`config.mk`:
```
export PLATFORM = sky130hd
export DESIGN_NAME = adc_conversion_control
export DESIGN_NICKNAME = d
export VERILOG_FILES = /design/src/design/adc_ctrl_pkg.sv /design/src/design/sar_if.sv /design/src/design/trigger_edge.sv /design/src/design/sar_sequencer.sv /design/src/design/adc_conversion_control.sv
export SDC_FILE = /design/constraint.sdc
export NUM_CORES = 1
export LEC_CHECK = 0
export ABC_CLOCK_PERIOD_IN_PS = 2400
export CAP_MARGIN = 10
export CORE_MARGIN = 5
export CORE_UTILIZATION = 58
export DETAILED_ROUTE_END_ITERATION = 16
export DONT_BUFFER_PORTS = 1
export PLACE_DENSITY = 0.76
export SKIP_LAST_GASP = 1
export SLEW_MARGIN = 20
export SYNTH_ARGS = -nofsm -noshare
export SYNTH_HDL_FRONTEND = slang
export SYNTH_HIERARCHICAL = 1
export SYNTH_SLANG_ARGS = --single-unit
```
`constraint.sdc`:
```
create_clock -name i_clock -period 2.4 [get_ports i_clock]
set_input_delay 0.12 -clock i_clock [delete_from_list [all_inputs] [get_ports i_clock]]
set_output_delay 0.12 -clock i_clock [all_outputs]
set_load 0.005 [all_outputs]
```
`src/design/adc_ctrl_pkg.sv`:
```
package adc_ctrl_pkg;

  // Register indices on the plain register port
  localparam logic [2:0] OFFSET_CONTROL_0   = 3'h0;
  localparam logic [2:0] OFFSET_CONTROL_1   = 3'h1;
  localparam logic [2:0] OFFSET_TRIGGER     = 3'h2;
  localparam logic [2:0] OFFSET_RESULT_HIGH = 3'h3;
  localparam logic [2:0] OFFSET_RESULT_LOW  = 3'h4;
  localparam logic [2:0] OFFSET_STATUS      = 3'h5;

  // conversion_control_0 fields
  localparam int CHANNEL_LSB = 2;
  localparam int GO_BIT      = 1;
  localparam int ENABLE_BIT  = 0;

  // conversion_control_1 fields
  localparam int FORMAT_BIT    = 7;
  localparam int CLOCK_SEL_LSB = 4;
  localparam int NEG_REF_BIT   = 2;
  localparam int POS_REF_LSB   = 0;

  // status fields
  localparam int COMPLETION_BIT = 0;

  // Reset values
  localparam logic [7:0] CONTROL_0_RESET = 8'h00;
  localparam logic [7:0] CONTROL_1_RESET = 8'h00;
  localparam logic [7:0] TRIGGER_RESET   = 8'h00;
  localparam logic [7:0] RESULT_RESET    = 8'h00;

  // Conversion clock selections
  localparam logic [2:0] CLOCK_DIV2  = 3'h0;
  localparam logic [2:0] CLOCK_DIV8  = 3'h1;
  localparam logic [2:0] CLOCK_DIV32 = 3'h2;
  localparam logic [2:0] CLOCK_DIV4  = 3'h4;
  localparam logic [2:0] CLOCK_DIV16 = 3'h5;
  localparam logic [2:0] CLOCK_DIV64 = 3'h6;

  localparam logic [5:0] TRIGGER_OFF = 6'h00;
  localparam int RESULT_BITS = 10;

endpackage

```
`src/design/sar_if.sv`:
```
`timescale 1ns/1ns
interface sar_if;
  logic       tick;
  logic       start;
  logic       abort;
  logic       busy;
  logic       done;
  logic       sample;
  logic [9:0] dac;
  logic [9:0] result;

  modport ctrl (output tick, start, abort, input busy, done, sample, dac, result);
  modport core (input tick, start, abort, output busy, done, sample, dac, result);
endinterface

```
`src/design/trigger_edge.sv`:
```
`timescale 1ns/1ns
module trigger_edge #(
  parameter int SOURCES = 64
) (
  // Clock and reset
  input  wire logic               i_clock,
  input  wire logic               i_sys_rst,
  // Sources and selection
  input  wire logic [SOURCES-1:0] i_sources,
  input  wire logic [5:0]         i_select,
  // One-cycle rising-edge pulse
  output logic                    o_edge
);
  import adc_ctrl_pkg::*;

  typedef struct packed {
    logic prev;
    logic edge_seen;
  } state_t;

  state_t state;
  state_t next_state;
  logic   level;

  always_comb begin
    level = i_sources[i_select];
    next_state.prev = level;
    // Code zero switches the trigger off; all others are rising-edge sources
    next_state.edge_seen = (i_select != TRIGGER_OFF) && level && !state.prev;
  end

  always_ff @(posedge i_clock) begin
    if (i_sys_rst) begin
      state <= '0;
    end else begin
      state <= next_state;
    end
  end

  assign o_edge = state.edge_seen;
endmodule

```
`src/design/sar_sequencer.sv`:
```
`timescale 1ns/1ns
module sar_sequencer (
  // Clock and reset
  input  wire logic i_clock,
  input  wire logic i_sys_rst,
  // Comparator decision: input above trial code
  input  wire logic i_comp_high,
  // Control side
  sar_if.core       bus
);
  import adc_ctrl_pkg::*;

  typedef enum logic [1:0] {IDLE, ACQUIRE, CONVERT} phase_t;

  typedef struct packed {
    phase_t     phase;
    logic [3:0] idx;
    logic [9:0] code;
    logic       done;
    logic [9:0] result;
  } state_t;

  state_t state;
  state_t next_state;

  // Undecided bits copy the last decided bit; nothing decided gives zero
  function automatic logic [9:0] fill_partial(input logic [9:0] code, input logic [3:0] idx);
    logic [9:0] res;
    logic       last;
    res  = code;
    last = (idx < 4'h9) ? code[idx + 4'h1] : 1'b0;
    for (int b = 0; b < RESULT_BITS; b++) begin
      if (b <= int'(idx)) begin
        res[b] = last;
      end
    end
    return res;
  endfunction

  always_comb begin
    logic [9:0] c;
    c = state.code;
    next_state = state;
    next_state.done = 1'b0;
    case (state.phase)
      IDLE: begin
        if (bus.start) begin
          next_state.phase = ACQUIRE;
          next_state.code  = '0;
        end
      end
      ACQUIRE: begin
        if (bus.abort) begin
          next_state.phase  = IDLE;
          next_state.result = '0;
          next_state.done   = 1'b1;
        end else if (bus.tick) begin
          next_state.phase = CONVERT;
          next_state.idx   = 4'h9;
          next_state.code  = 10'h200;
        end
      end
      CONVERT: begin
        if (bus.abort) begin
          next_state.phase  = IDLE;
          next_state.result = fill_partial(state.code, state.idx);
          next_state.done   = 1'b1;
        end else if (bus.tick) begin
          c[state.idx] = i_comp_high;
          if (state.idx == 4'h0) begin
            next_state.phase  = IDLE;
            next_state.result = c;
            next_state.done   = 1'b1;
          end else begin
            c[state.idx - 4'h1] = 1'b1;
            next_state.idx = state.idx - 4'h1;
          end
          next_state.code = c;
        end
      end
      default: next_state.phase = IDLE;
    endcase
  end

  always_ff @(posedge i_clock) begin
    if (i_sys_rst) begin
      state <= '0;
    end else begin
      state <= next_state;
    end
  end

  assign bus.busy   = (state.phase != IDLE);
  assign bus.sample = (state.phase == ACQUIRE);
  assign bus.done   = state.done;
  assign bus.dac    = state.code;
  assign bus.result = state.result;
endmodule

```
`src/design/adc_conversion_control.sv`:
```
// Operation
// A rising edge on the chosen trigger source sets the conversion-status bit; an edge seen in the same cycle as a control 0 write is dropped.
// A six-bit field in the trigger register picks the trigger source.
// No timing is enforced on triggered starts; software spaces the events.
// Trigger inputs cover timers, comparators, logic cells, PWM, capture and a pin.
// Software configures clock, references, channel, enables, waits, then starts.
// Software polls the status bit or uses the completion flag, then clears it.
// Channel field picks external inputs 0 to 4 and 8 to 19.
// Codes pick fixed-reference buffer, temperature indicator and internal DAC outputs.
// Three codes pick switched inputs, cut off under op-amp tri-state override.
// Reserved channel codes connect no input to the sampler.
// Writing one to bit 1 starts; it reads one while busy, clears at end.
// Bit 0 enables the converter; clearing it turns the converter off.
// Format bit picks right or left justification with zeroed unused bits.
// Three-bit clock field picks a system-clock divider or the RC clock.
// Bit 2 picks the external negative reference pin or ground.
// Two-bit field picks supply, external pin or fixed reference as positive reference.
// On completion: clear status bit, set completion flag, load both result bytes.
// Trigger code zero disables triggering; other sources are rising-edge sensitive.
// Clearing the status bit early stops and loads the partial result.
// Trigger edges during a running conversion are ignored.
//
// Implementation choices: strobed register access and the placing of the registers.
`timescale 1ns/1ns
module adc_conversion_control #(
  parameter int TRIGGER_SOURCES = 64
) (
  // Clock and reset
  input  wire logic                       i_clock,
  input  wire logic                       i_sys_rst,
  // Register port
  input  wire logic [2:0]                 i_addr,
  input  wire logic [7:0]                 i_wdata,
  input  wire logic                       i_write,
  input  wire logic                       i_read,
  output logic [7:0]                      o_rdata,
  // Trigger sources, bit n is trigger code n
  input  wire logic [TRIGGER_SOURCES-1:0] i_trigger_sources,
  // Converter core
  input  wire logic                       i_rc_tick,
  input  wire logic                       i_comp_high,
  input  wire logic [2:0]                 i_override_tristate,
  output logic                            o_converter_enable,
  output logic [1:0]                      o_positive_ref,
  output logic                            o_negative_ref,
  output logic [5:0]                      o_input_select,
  output logic                            o_input_connect,
  output logic                            o_sample,
  output logic [9:0]                      o_dac_code,
  // Completion
  output logic                            o_completion_flag
);
  import adc_ctrl_pkg::*;

  typedef struct packed {
    logic [5:0] channel;
    logic       go;
    logic       enable;
    logic       format;
    logic [2:0] clock_sel;
    logic       neg_ref;
    logic [1:0] pos_ref;
    logic [5:0] trigger_sel;
    logic [7:0] result_high;
    logic [7:0] result_low;
    logic       completion;
    logic [7:0] rdata;
    logic [5:0] div_count;
    logic       tick;
    logic       start;
    logic       abort;
    logic       connect;
  } state_t;

  state_t state;
  state_t next_state;
  logic   trigger_edge_seen;

  sar_if sar ();

  trigger_edge #(
    .SOURCES (TRIGGER_SOURCES)
  ) u_trigger (
    .i_clock   (i_clock),
    .i_sys_rst (i_sys_rst),
    .i_sources (i_trigger_sources),
    .i_select  (state.trigger_sel),
    .o_edge    (trigger_edge_seen)
  );

  sar_sequencer u_sar (
    .i_clock     (i_clock),
    .i_sys_rst   (i_sys_rst),
    .i_comp_high (i_comp_high),
    .bus         (sar.core)
  );

  // Divide ratio minus one; zero means the RC clock drives the tick
  function automatic logic [5:0] divide_last(input logic [2:0] sel);
    logic [5:0] last;
    case (sel)
      CLOCK_DIV2:  last = 6'h01;
      CLOCK_DIV4:  last = 6'h03;
      CLOCK_DIV8:  last = 6'h07;
      CLOCK_DIV16: last = 6'h0f;
      CLOCK_DIV32: last = 6'h1f;
      CLOCK_DIV64: last = 6'h3f;
      default:     last = 6'h00;
    endcase
    return last;
  endfunction

  // True when the code routes an input to the sampler
  function automatic logic channel_connects(input logic [5:0] code,
                                            input logic [2:0] tristate);
    logic ok;
    ok = 1'b0;
    if (code <= 6'h04) begin
      ok = 1'b1;
    end else if (code >= 6'h08 && code <= 6'h13) begin
      ok = 1'b1;
    end else if (code == 6'h3f || code == 6'h3d) begin
      ok = 1'b1;
    end else if (code == 6'h3e || code == 6'h3c || code == 6'h3b) begin
      ok = 1'b1;
    end else if (code == 6'h3a || code == 6'h39 || code == 6'h37) begin
      ok = 1'b1;
    end else if (code == 6'h32) begin
      ok = !tristate[2];
    end else if (code == 6'h2a) begin
      ok = !tristate[1];
    end else if (code == 6'h21) begin
      ok = !tristate[0];
    end else begin
      ok = 1'b0;
    end
    return ok;
  endfunction

  // Place the ten-bit result into the two result bytes
  function automatic logic [15:0] justify(input logic [9:0] value, input logic right);
    logic [15:0] bytes;
    if (right) begin
      bytes = {6'h00, value};
    end else begin
      bytes = {value, 6'h00};
    end
    return bytes;
  endfunction

  always_comb begin
    logic        wr0;
    logic        want_start;
    logic        want_abort;
    logic [15:0] packed_result;
    wr0           = i_write && (i_addr == OFFSET_CONTROL_0);
    want_start    = 1'b0;
    want_abort    = 1'b0;
    packed_result = justify(sar.result, state.format);
    next_state    = state;
    next_state.start = 1'b0;
    next_state.abort = 1'b0;
    next_state.rdata = 8'h00;

    // Conversion clock tick
    next_state.tick = 1'b0;
    if (divide_last(state.clock_sel) == 6'h00) begin
      next_state.tick      = i_rc_tick;
      next_state.div_count = 6'h00;
    end else if (state.div_count >= divide_last(state.clock_sel)) begin
      next_state.tick      = 1'b1;
      next_state.div_count = 6'h00;
    end else begin
      next_state.div_count = state.div_count + 6'h01;
    end

    // Register writes
    if (wr0) begin
      next_state.channel = i_wdata[CHANNEL_LSB +: 6];
      next_state.enable  = i_wdata[ENABLE_BIT];
      if (i_wdata[GO_BIT] && i_wdata[ENABLE_BIT] && !state.go) begin
        want_start = 1'b1;
      end else if (!i_wdata[GO_BIT] && state.go) begin
        want_abort = 1'b1;
      end else if (!i_wdata[ENABLE_BIT] && state.go) begin
        // Turning off mid-conversion terminates it like an early stop
        want_abort = 1'b1;
      end
    end
    if (i_write && i_addr == OFFSET_CONTROL_1) begin
      next_state.format    = i_wdata[FORMAT_BIT];
      next_state.clock_sel = i_wdata[CLOCK_SEL_LSB +: 3];
      next_state.neg_ref   = i_wdata[NEG_REF_BIT];
      next_state.pos_ref   = i_wdata[POS_REF_LSB +: 2];
    end
    if (i_write && i_addr == OFFSET_TRIGGER) begin
      next_state.trigger_sel = i_wdata[5:0];
    end
    if (i_write && i_addr == OFFSET_STATUS && i_wdata[COMPLETION_BIT]) begin
      next_state.completion = 1'b0;
    end

    // Hardware start from the trigger; a running conversion ignores it.
    // No acquisition wait is inserted, the trigger spacing is software's job.
    if (trigger_edge_seen && state.enable && !state.go && !want_start && !wr0) begin
      want_start = 1'b1;
    end

    if (want_start) begin
      next_state.go    = 1'b1;
      next_state.start = 1'b1;
    end
    if (want_abort) begin
      next_state.go    = 1'b0;
      next_state.abort = 1'b1;
    end

    // Completion; the hardware set wins over a same-cycle software clear
    if (sar.done) begin
      next_state.go          = 1'b0;
      next_state.completion  = 1'b1;
      next_state.result_high = packed_result[15:8];
      next_state.result_low  = packed_result[7:0];
    end

    next_state.connect = channel_connects(state.channel, i_override_tristate);

    // Register reads, answered one cycle after the strobe
    if (i_read) begin
      if (i_addr == OFFSET_CONTROL_0) begin
        next_state.rdata = {state.channel, state.go, state.enable};
      end else if (i_addr == OFFSET_CONTROL_1) begin
        next_state.rdata = {state.format, state.clock_sel, 1'b0, state.neg_ref,
                            state.pos_ref};
      end else if (i_addr == OFFSET_TRIGGER) begin
        next_state.rdata = {2'b00, state.trigger_sel};
      end else if (i_addr == OFFSET_RESULT_HIGH) begin
        next_state.rdata = state.result_high;
      end else if (i_addr == OFFSET_RESULT_LOW) begin
        next_state.rdata = state.result_low;
      end else if (i_addr == OFFSET_STATUS) begin
        next_state.rdata = {7'h00, state.completion};
      end else begin
        next_state.rdata = 8'h00;
      end
    end
  end

  always_ff @(posedge i_clock) begin
    if (i_sys_rst) begin
      state             <= '0;
      state.channel     <= CONTROL_0_RESET[CHANNEL_LSB +: 6];
      state.go          <= CONTROL_0_RESET[GO_BIT];
      state.enable      <= CONTROL_0_RESET[ENABLE_BIT];
      state.format      <= CONTROL_1_RESET[FORMAT_BIT];
      state.clock_sel   <= CONTROL_1_RESET[CLOCK_SEL_LSB +: 3];
      state.neg_ref     <= CONTROL_1_RESET[NEG_REF_BIT];
      state.pos_ref     <= CONTROL_1_RESET[POS_REF_LSB +: 2];
      state.trigger_sel <= TRIGGER_RESET[5:0];
      state.result_high <= RESULT_RESET;
      state.result_low  <= RESULT_RESET;
    end else begin
      state <= next_state;
    end
  end

  assign sar.tick  = state.tick;
  assign sar.start = state.start;
  assign sar.abort = state.abort;

  assign o_rdata            = state.rdata;
  assign o_converter_enable = state.enable;
  assign o_positive_ref     = state.pos_ref;
  assign o_negative_ref     = state.neg_ref;
  assign o_input_select     = state.channel;
  assign o_input_connect    = state.connect;
  assign o_sample           = sar.sample;
  assign o_dac_code         = sar.dac;
  assign o_completion_flag  = state.completion;
endmodule

```
==> results.txt, run 1 <==
The flow ran to the end, and the final reports show no timing, DRC or antenna violations. The clock share of power came out at 28.2%. The root buffer cell chosen for the clock tree is sky130_fd_sc_hd__clkbuf_8.

The insertion delay to the later sink of the worst-skew pair came out at 0.37 ns. The sequential-to-total area share from yosys stat came out at 29.9%. The count of buffers added on input and output ports is 0.

The min-delay analysis places its worst path in the category in2reg. The hold violation count in the final report is 0. Measured against its own limit, the worst slew margin works out to 55.7%. The minimum period implied by the final worst setup slack came out at 2.31 ns.

The post-synthesis xor/xnor area fraction came out at 1.25%. The actual slew at the worst max-slew pin came out at 0.663 ns. The critical path startpoint category is a register. The required time of the critical path came out at 2.65 ns. The mapped cell area is 0.00569 sq mm.

The number of rows created at floorplan is 36. The filler cells instantiated in the layout total 845. For this run, the post-layout net count is 722. From left edge to right edge, the die measures 109 um. The placer congestion estimate is 0.894. The post-detailed-routing wire length is 14400 um.

The CTS H-tree depth is 3. In this run the power density over the cells is 635 mW/mm^2. The initial cell density of the core is 58.7%.

The layout overhead on the synthesized area is 4.11%. The total of endpoints with negative setup slack in the final report is 0. The switching share of power came out at 34.7%. Including well taps, the total number of placed cells is 722. The number of sinks handled by clock tree synthesis came out at 85.

The half-perimeter wire length of the detailed placement result came out at 10400 um. The worst-case IR drop observed on VDD is 0.457 mV. The detailed-route wire length per cell came out at 19.1 um. The predominant post-synthesis flop cell is sky130_fd_sc_hd__dfxtp_1. The number of antenna diodes in the final layout is 0. In the layout the commonest cells are sky130_fd_sc_hd__dfxtp_1, sky130_fd_sc_hd__nor2_1, sky130_fd_sc_hd__mux2i_1, sky130_fd_sc_hd__a21oi_1, sky130_fd_sc_hd__nand2_1.

The DRC violation count after routing is 0. The largest stage delay on the critical path came out at 0.54 ns. The mean instance size in the synthesized netlist is 8.85 sq um. The critical path goes through inv_1 -> ha_4 -> mux4_2 -> mux2i_4 -> mux2i_4 -> a221o_1 -> a32o_1. The internal portion of the total power is 2.46 mW. The largest family of logic cells by synthesized area is simple AND/OR/NAND/NOR gates. The count of vias placed by the detailed router is 4653. The final instance count without filler cells is 753. After clock tree synthesis, the clock-pin slew on the worst setup and hold paths is 0.10 ns. Counting stages on the worst path, the most repeated cell is sky130_fd_sc_hd__mux2i_4.

The final number of max-transition violations is 0. The overall power consumption is 3.76 mW. The number of buffers added for setup after CTS is 0. The count of pins on the block boundary came out at 115. The total core area is 0.00968 sq mm.

The number of buffers and inverters on the critical path came out at 1. Setup repair after global routing left no endpoint under its margin. Summed over all nets, the switching power comes to 1.31 mW. The highest-delay cell along the critical path is sky130_fd_sc_hd__mux4_2. The number of instances in the synthesized netlist came out at 643. Per report_power, the combinational group accounts for 29.7% of the total. After Yosys synthesis, full adders, half adders and majority gates account for 5.06% of the synthesized area. The upper clock frequency limit is 0.433 GHz. The final worst hold slack came out at 0.0133 ns. The number of DRC markers after the initial detailed-route iteration is 394. The die footprint is 0.0119 sq mm.

The number of buffers created by CTS came out at 9. The combined global-route utilization of all metal layers came out at 24.5%. The pin count of the biggest net entering global routing is 52. The largest buffer count on any clock path came out at 2. STA classifies the critical path endpoint as a register. The simple-gate share of the synthesized area came out at 19.6%. The sequential cell fraction of total power is 42.1%.

Grouping stages by cell kind, the critical path spends the most delay in multiplexers. The height of the chip is 109 um. The number of nets still failing antenna checks after routing came out at 0. The netlist uses 72 different library cells. The Yosys warning count came out at 6. The post-synthesis net count is 750. The worst path arrival time came out at 2.56 ns. The number of flip-flops and latches in the synthesized netlist came out at 85.

For the final database, setup skew stands at 0.0153 ns. The critical path is of the reg2reg type. The overflow left after global routing came out at 0. The commonest non-fill, non-tap cell in the layout is sky130_fd_sc_hd__dfxtp_1. The via count of the first global-routing pass is 4512. The portion of netlist area occupied by mux cells came out at 17.5%. The fraction of the mapped netlist area in compound gates came out at 16.8%.

For this design the static power due to leakage is 2.17 nW. The TritonCTS clock tree is done. The number of detailed-route iterations in the first pass is 6. The async set-reset flop share out of synthesis came out at 0%. The number of antenna violations at the first check in global routing is 0. Of all nets on the critical path, the largest fanout is 6.

Cells with a size suffix above 1 make up 10.5% of the layout. The final period utilization is 96.2%. Once layout is complete, the utilization of the core stands at 61.2%. The first global-routing pass estimated 23100 um of wire. The total negative setup slack came out at 0 ns. In this run, synthesis inferred 0 flip-flops with an integrated enable. The count of maximum capacitance violations came out at 0.

Dividing the detail-routed via count by the number of cells gives 6.18.
==> what timing repair did <==
item,CTS,global route
endpoints found under the hold margin,56,0
hold buffers,15,0
gates resized for setup,0,4
endpoints found under the setup margin,0,3
==> cell families (layout without fill, tap and decap cells) <==
kind of cell	count (synthesis)	count (layout)
and+or+nand+nor	211	211
AOI/OAI and AO/OA	145	145
buffers and inverters	95	72
DFF	85	85
muxes	78	78
adders and majority gates	23	23
xor gates and xnor gates	6	6
==> synthesized netlist by cell type (4+ instances only) <==
| master | n | area (sq um) |
|---|---|---|
| sky130_fd_sc_hd__or3_1 | 6 | 37.5 |
| sky130_fd_sc_hd__o31ai_1 | 6 | 45.0 |
| sky130_fd_sc_hd__buf_2 | 9 | 45.0 |
| sky130_fd_sc_hd__o211ai_1 | 4 | 30.0 |
| sky130_fd_sc_hd__a22o_1 | 7 | 61.3 |
| sky130_fd_sc_hd__nand3b_1 | 14 | 105 |
| sky130_fd_sc_hd__a21oi_1 | 50 | 250 |
| sky130_fd_sc_hd__nor2_1 | 73 | 274 |
| sky130_fd_sc_hd__nand2b_1 | 6 | 37.5 |
| sky130_fd_sc_hd__a31oi_1 | 5 | 31.3 |
| sky130_fd_sc_hd__a211oi_1 | 8 | 60.1 |
| sky130_fd_sc_hd__buf_4 | 42 | 315 |
| sky130_fd_sc_hd__ha_1 | 23 | 288 |
| sky130_fd_sc_hd__clkbuf_1 | 17 | 63.8 |
| sky130_fd_sc_hd__nand3_1 | 10 | 50.1 |
| sky130_fd_sc_hd__a22oi_1 | 5 | 37.5 |
| sky130_fd_sc_hd__a32o_1 | 4 | 40.0 |
| sky130_fd_sc_hd__mux2i_1 | 61 | 611 |
| sky130_fd_sc_hd__nor2b_1 | 21 | 131 |
| sky130_fd_sc_hd__nand2_1 | 39 | 146 |
| sky130_fd_sc_hd__mux4_2 | 5 | 113 |
| sky130_fd_sc_hd__and3_1 | 5 | 31.3 |
| sky130_fd_sc_hd__o22ai_1 | 5 | 31.3 |
| sky130_fd_sc_hd__mux4_1 | 9 | 236 |
| sky130_fd_sc_hd__dfxtp_1 | 85 | 1700 |
| sky130_fd_sc_hd__o21ai_0 | 27 | 135 |
| sky130_fd_sc_hd__inv_1 | 22 | 82.6 |
| sky130_fd_sc_hd__nor4b_1 | 4 | 35.0 |
| sky130_fd_sc_hd__nand4_1 | 4 | 25.0 |
==> tightest hold or removal path: cells and delay by family <==
kind / cells / cell delay [ns]
compound gates: 2 / 0.07
simple gates: 1 / 0.16
==> metal layers <==
metal | global-route usage [%] | vias up | routed length, um
met4 | 8.21 | 0 | 344
met5 | 0 | - | 0
li1 | - | 2239 | -
met3 | 6.45 | 29 | 1160
met2 | 39.6 | 167 | 6760
met1 | 31.6 | 2218 | 6100
==> sequential cells by signal, indices dropped and copies added (netlist names), 2 cells and up <==
signal	count
o_positive_ref	2
o_rdata	8
state	33
u_sar/bus.result	10
u_sar/bus.dac	10
u_sar/state	6
o_input_select	6
==> final cells by class <==
cell class,instances,area [sq um],area share (%)
multi-input cells,463,3460,58.5
flip-flops and latches,85,1700,28.7
repair buffers,34,303,5.11
well taps,133,166,2.81
clock buffers,9,124,2.09
inverters,22,82.6,1.39
clock inverters,7,81.3,1.37
==> worst paths after layout <==
kind	start	endpoint	slack [ns]	depth (start not counted)
min reg2reg	state[4]	state[4]	0.47	1
max	u_sar/state[22]	u_sar/bus.result[5]	0.09	7
max reg2reg	u_sar/state[22]	u_sar/bus.result[5]	0.09	7
min	i_addr[2]	o_rdata[3]	0.01	3
==> through the flow <==
| step | area [sq um] | setup slack, ns |
|---|---|---|
| after floorplan | 5700 | 0.0368 |
| after global placement | 5530 | 0.216 |
| after detailed placement | 5530 | 0.143 |
| after CTS | 5890 | 0.114 |
| after global routing | 5920 | 0.0389 |
| final | 5920 | 0.0912 |
==> power by group through the flow <==
stage	clock network [mW]	registers, mW	logic, mW
floorplan	0	1.56	0.857
global placement	0	1.61	1.02
detailed placement	0	1.62	1.05
CTS	1.08	1.58	1.10
global route	1.14	1.60	1.24
finish	1.06	1.58	1.12
Note: power is estimated with default switching activity, not from simulation.
==> inputs of run 2 (changes only) <==
REMOVE_ABC_BUFFERS = 1   (was default)
==> results.txt, run 2 (synthesized netlist as in run 1, its figures left out) <==
The DRC violation count after routing came to 0 (unchanged). The net load switching power is 1.32 mW (+1.4%). The cell total after placement came out at 726 (+0.55%).

The total of endpoints with negative setup slack in the final report came out at 0 (unchanged). The required time of the critical path was 2.65 ns (about the same). The count of vias placed by the detailed router came out at 4779 (+2.7%). The filler cell count in the final layout is 783 (-7.3%). The initial cell density of the core is 58.7% (unchanged). The largest stage delay on the critical path came out at 0.51 ns (-0.03 ns).

The total negative setup slack is 0 ns (unchanged). The area growth from synthesis to layout is 4.35%. The insertion delay to the later sink of the worst-skew pair came out at 0.35 ns (-0.02 ns). The cell family contributing the most delay on the critical path is multiplexers. The final instance count without filler cells is 758 (+0.66%). The run finished with clean final reports.

The detailed-route wire length per cell came to 19.8 um (+3.8%). The number of buffers and inverters on the critical path came out at 1 (unchanged). The TritonCTS clock tree is done. The number of buffers created by CTS is 9 (unchanged).

The number of flip-flops under the largest register name came out at 33 (unchanged). The total core area came out at 0.00968 sq mm (unchanged). The final antenna diode count came out at 0 (unchanged). The combined global-route utilization of all metal layers is 24.4% (-0.060 points).

Setup repair after global routing left no endpoint under its margin. The clock share of power came out at 28.0% (-0.2 points). The overflow left after global routing came to 0 (unchanged). The highest-delay cell along the critical path is sky130_fd_sc_hd__mux4_2. The worst clock skew is 0.0130 ns (-0.00228 ns). The power density relative to cell area came out at 640 mW/mm^2 (+0.79%). The upper clock frequency limit came to 0.440 GHz (+1.7%). Leaving out fill and tap cells, the most frequent cell in the layout is sky130_fd_sc_hd__dfxtp_1. The final number of max-transition violations is 0 (unchanged). More flip-flops sit in one register than any other, and that register is state. The fraction of final layout cells sized beyond drive strength 1 is 10.7% (+0.24 points). The half-perimeter wire length of the detailed placement result came to 10600 um (+2.0%). The placer congestion estimate was 0.947 (+6.0%). The number of antenna violations at the first check in global routing is 0 (unchanged). The worst path arrival time is 2.52 ns (-0.04 ns). The switching share of power was 34.8% (+0.11 points).

The count of maximum capacitance violations was 0 (unchanged). The number of nets still failing antenna checks after routing is 0 (unchanged). The hold violation count in the final report came out at 0 (unchanged). The post-detailed-routing wire length came to 15000 um (+4.5%).

STA classifies the critical path endpoint as a register. The clock tree root buffer cell is sky130_fd_sc_hd__clkbuf_8. The min-delay analysis places its worst path in the category in2reg. The minimum period implied by the final worst setup slack came to 2.27 ns (-0.0381 ns).

The count of pins on the block boundary came to 115 (unchanged). The layout net count is 727 (+0.69%). The final period utilization came out at 94.6% (-1.6 points). The internal power came out at 2.48 mW (+0.84%). The static power due to leakage came out at 2.19 nW (+0.98%). The number of sinks handled by clock tree synthesis is 85 (unchanged).

The global-route wire length before repair came out at 22900 um (-1.1%). The clock slew seen by the registers of the worst setup and hold paths was 0.10 ns (about the same). Walking the worst path, the cells encountered are inv_1 -> ha_4 -> mux4_2 -> mux2i_1 -> mux2i_2 -> a221o_1 -> a32o_1. The actual slew at the worst max-slew pin is 0.602 ns (-0.0608 ns). The number of rows created at floorplan is 36 (unchanged). The worst slew slack as a fraction of its limit came out at 59.3% (+3.6 points).

The largest vdd supply drop came out at 0.371 mV (-19%). The height of the chip was 109 um (unchanged). The share of power burned in combinational logic is 30.3% (+0.6 points).

The number of DRC markers after the initial detailed-route iteration is 443 (+12%). The number of detailed-route iterations in the first pass came out at 5 (-1). The pin count of the biggest net entering global routing is 52 (unchanged). The critical path is of the reg2reg type. The post-detailed-route via-to-cell ratio is 6.30 (+2.0%).

The die footprint came out at 0.0119 sq mm (unchanged). The top cell types in the final layout, fill and taps aside, are sky130_fd_sc_hd__dfxtp_1, sky130_fd_sc_hd__nor2_1, sky130_fd_sc_hd__mux2i_1, sky130_fd_sc_hd__a21oi_1, sky130_fd_sc_hd__nand2_1. The via count of the first global-routing pass is 4595 (+1.8%). The total of buffers placed on input and output ports came out at 0 (unchanged). The sequential cell fraction of total power is 41.7% (-0.4 points).

The CTS H-tree depth came out at 3 (unchanged). The largest buffer count on any clock path is 2 (unchanged). The critical path startpoint category is a register. The width of the die was 109 um (unchanged). The largest driver fanout on the critical path came out at 6 (unchanged).
[run 2: area by class of cell]
class                           instances  area, sq um  share of cell area (%)
Multi-Input combinational cell        463         3440                    57.9
Sequential cell                        85         1700                    28.7
Timing Repair Buffer                   39          343                    5.77
Tap cell                              133          166                    2.80
Clock buffer                           10          138                    2.32
Inverter                               22         82.6                    1.39
Clock inverter                          6         70.1                    1.18
[run 2: final timing paths]
kind                                             to            start  slack [ns]  depth (start not counted)
worst min register to register           o_rdata[6]        state[33]        0.46                          2
worst max register to register  u_sar/bus.result[7]  u_sar/state[22]        0.13                          7
worst max-delay path            u_sar/bus.result[7]  u_sar/state[22]        0.13                          7
worst min-delay path                     o_rdata[0]        i_addr[1]        0.02                          3
[run 2: worst register-to-register path, delay by kind of cell (launching register included)]
family / cells / cell delay, ns
multiplexers: 3 / 0.83
AO/OA/AOI/OAI: 2 / 0.60
flip-flops: 1 / 0.34
adder cells (fa/ha/maj): 1 / 0.31
buffers and inverters: 1 / 0.09
[run 2: power by group through the flow]
stage	combinational, mW	clock, mW	sequential [mW]
global placement	1.02	0	1.61
CTS	1.11	1.08	1.58
floorplan	0.709	0	1.61
global route	1.26	1.15	1.60
finish	1.15	1.06	1.59
detailed placement	1.06	0	1.61
[run 2: repair_timing]
| action | 4_1_cts | 5_1_grt |
|---|---|---|
| endpoints found under the hold margin | 59 | 1 |
| hold buffers | 15 | 1 |
| endpoints found under the setup margin | 0 | 4 |
| gates resized for setup | 0 | 2 |
| buffers inserted | 0 | 0 |
[run 2: routing by layer]
| metal | GRT usage, % | up-vias | wire length, um |
|---|---|---|---|
| met5 | 0 | - | 0 |
| met4 | 10.2 | 0 | 393 |
| met3 | 6.16 | 37 | 1320 |
| met2 | 41.8 | 233 | 7460 |
| met1 | 29.0 | 2273 | 5840 |
| li1 | - | 2236 | - |
[run 2: through the flow]
| step | hold WS [ns] | utilization (%) | power (mW) | area (sq um) | worst slack (ns) |
|---|---|---|---|---|---|
| 2_1_floorplan | 0.185 | - | 2.32 | 5210 | -0.128 |
| 3_3_place_gp | 0.199 | 57.3 | 2.63 | 5550 | 0.152 |
| 3_5_place_dp | 0.201 | 57.3 | 2.67 | 5550 | 0.0675 |
| 4_1_cts | 0.00112 | 61.1 | 3.77 | 5910 | 0.0553 |
| 5_1_grt | 0.00645 | 61.3 | 4.01 | 5940 | 0.0137 |
| 6_report | 0.0168 | 61.3 | 3.80 | 5940 | 0.129 |
==> inputs of run 3 (changes only) <==
CORE_UTILIZATION = 55   (was 58)
PLACE_DENSITY = 0.73   (was 0.76)
==> results.txt, run 3 (synthesized netlist as in run 1, its figures left out) <==
The insertion delay to the later sink of the worst-skew pair was 0.35 ns (about the same). The number of antenna violations at the first check in global routing came out at 0 (unchanged). The pin count of the biggest net entering global routing is 52 (unchanged). The number of rows created at floorplan is 37 (+2.8%). The overall power consumption was 3.99 mW (+4.8%). The cell total after placement came out at 726 (unchanged). The post-detailed-routing wire length is 14900 um (-0.85%). The final period utilization was 95.5% (+0.88 points). The number of buffers created by CTS came out at 9 (unchanged). The number of detailed-route iterations in the first pass was 5 (unchanged). The final instance count without filler cells is 758 (unchanged). The flow ran to the end, and the final reports show no timing, DRC or antenna violations. The actual slew at the worst max-slew pin came out at 0.642 ns (+0.0396 ns). The overflow left after global routing is 0 (unchanged). The final worst hold slack is 0.0212 ns (+0.00438 ns). On the critical path, the stage with the largest delay is an instance of sky130_fd_sc_hd__mux4_2. The largest buffer count on any clock path is 2 (unchanged).

The total core area came to 0.0102 sq mm (+5.2%). The tree is rooted in a sky130_fd_sc_hd__clkbuf_8. The worst path arrival time came out at 2.53 ns (about the same). The placer congestion estimate came out at 0.973 (+2.7%). The layout net count is 724 (-0.41%). The final number of max-transition violations is 0 (unchanged). The final antenna diode count is 0 (unchanged). The register bank with the most flops is state. The post-detailed-route via-to-cell ratio is 6.22 (-1.4%). The number of nets still failing antenna checks after routing is 0 (unchanged). The total negative setup slack came to 0 ns (unchanged). The largest driver fanout on the critical path is 6 (unchanged). The number of cells traversed by the worst register-to-register path is 7 (unchanged). The required time of the critical path is 2.64 ns (about the same). The upper clock frequency limit came to 0.436 GHz (-0.92%).

The power density relative to cell area came to 666 mW/mm^2 (+4.0%). The largest stage delay on the critical path was 0.54 ns (+0.03 ns). The via count of the first global-routing pass was 4582 (-0.28%). The minimum period implied by the final worst setup slack came out at 2.29 ns (+0.0211 ns).

Compared with the post-synthesis result, the final layout area differs by 5.21%. The global-route wire length before repair came out at 23600 um (+3.3%). The fraction of final layout cells sized beyond drive strength 1 is 10.5% (-0.27 points).

By instance count, the cell type seen most on the critical path is sky130_fd_sc_hd__mux2i_4. The total of endpoints with negative setup slack in the final report came out at 0 (unchanged). The element type at the critical path end is a register. The CTS H-tree depth is 3 (unchanged). The total of buffers placed on input and output ports is 0 (unchanged).

The kind of critical path is reg2reg. Setup repair after global routing left no endpoint under its margin. The height of the chip is 112 um (+2.4%). The final core utilization came out at 58.8% (-2.5 points). The library cells used most frequently in the layout, excluding fill and tap cells, are sky130_fd_sc_hd__dfxtp_1, sky130_fd_sc_hd__nor2_1, sky130_fd_sc_hd__mux2i_1, sky130_fd_sc_hd__a21oi_1, sky130_fd_sc_hd__nand2_1. The worst slew slack as a fraction of its limit came to 57.2% (-2.1 points).

The number of gates on the worst path with buffers counted is 7 (unchanged). The signal on the critical path passes through inv_1 -> ha_4 -> mux4_2 -> mux2i_4 -> mux2i_4 -> a221o_1 -> a32o_1. The critical path startpoint category is a register. The number of buffers added for setup after CTS came out at 0 (unchanged). The static power due to leakage came out at 2.20 nW (+0.29%). Grouping stages by cell kind, the critical path spends the most delay in multiplexers. The initial cell density of the core came to 55.9% (-2.9 points). The count of pins on the block boundary is 115 (unchanged). The area of all placed cells without fillers came to 0.00599 sq mm (+0.82%).

The worst clock skew is 0.0168 ns (+0.00382 ns). The hold violation count in the final report came to 0 (unchanged). The largest vdd supply drop came out at 0.494 mV (+33%).

The number of flip-flops under the largest register name came to 33 (unchanged). The DRC violation count after routing is 0 (unchanged). The count of maximum capacitance violations came out at 0 (unchanged).

The number of instances on the worst hold path is 2 (-1). The TritonCTS clock tree is done. The detailed-route wire length per cell is 19.6 um (-0.85%).

The number of sinks handled by clock tree synthesis came to 85 (unchanged). The number of buffers and inverters on the critical path came to 1 (unchanged). The path class of the tightest hold or removal check is in2reg. The combined global-route utilization of all metal layers is 22.9% (-1.5 points). The number of DRC markers after the initial detailed-route iteration is 365 (-18%). The placed cell area came to 0.00553 sq mm (-0.34%).

The die footprint is 0.0125 sq mm (+4.9%). The clock slew seen by the registers of the worst setup and hold paths came out at 0.10 ns (about the same). The width of the die came out at 112 um (+2.4%).

The half-perimeter wire length of the detailed placement result is 10300 um (-2.8%). The worst slack at placement came to 0.0591 ns (-0.00840 ns). The commonest non-fill, non-tap cell in the layout is sky130_fd_sc_hd__dfxtp_1. The slack of the critical path was 0.108 ns (-0.0211 ns). The count of vias placed by the detailed router came to 4711 (-1.4%).
[run 3: cell count changes in the layout (fill, tap and decap cells not counted), sizes merged]
cell	previous run	this run
buf	24	21
bufinv	1	3
clkinvlp	2	0
[run 3: worst reg2reg max path, delay by kind of cell (launching register included)]
family | cells | cell delay [ns]
adders and majority gates | 1 | 0.31
buffers and inverters | 1 | 0.09
muxes | 3 | 0.84
AOI/OAI and AO/OA | 2 | 0.60
DFF | 1 | 0.34
[run 3: area by class of cell]
type                            count  area, sq um
Clock buffer                       10          128
Clock inverter                      6          119
Fill cell                         899         4200
Inverter                           22         82.6
Multi-Input combinational cell    463         3460
Sequential cell                    85         1700
Tap cell                          136          170
Timing Repair Buffer               36          320
[run 3: layer usage]
metal,global-route usage (%),up-vias,wire length (um)
met1,28.4,2238,5970
li1,-,2236,-
met4,6.00,0,357
met2,38.8,204,7340
met3,6.68,33,1210
met5,0,-,0
[run 3: what timing repair did]
item	in CTS	in global routing
hold buffers	15	1
resized for setup	0	6
endpoints found under the setup margin	0	3
hold endpoints to repair	57	1
[run 3: power breakdown]
group          switching (mW)  internal [mW]
registers              0.0926           1.47
clock network           0.541          0.705
logic                   0.678          0.494
[run 3: path summary, 6_finish.rpt]
check | start | slack (ns) | endpoint
max | u_sar/state[22] | 0.11 | u_sar/bus.result[5]
min | i_wdata[0] | 0.02 | state[49]
max reg2reg | u_sar/state[22] | 0.11 | u_sar/bus.result[5]
min reg2reg | state[33] | 0.47 | o_rdata[6]
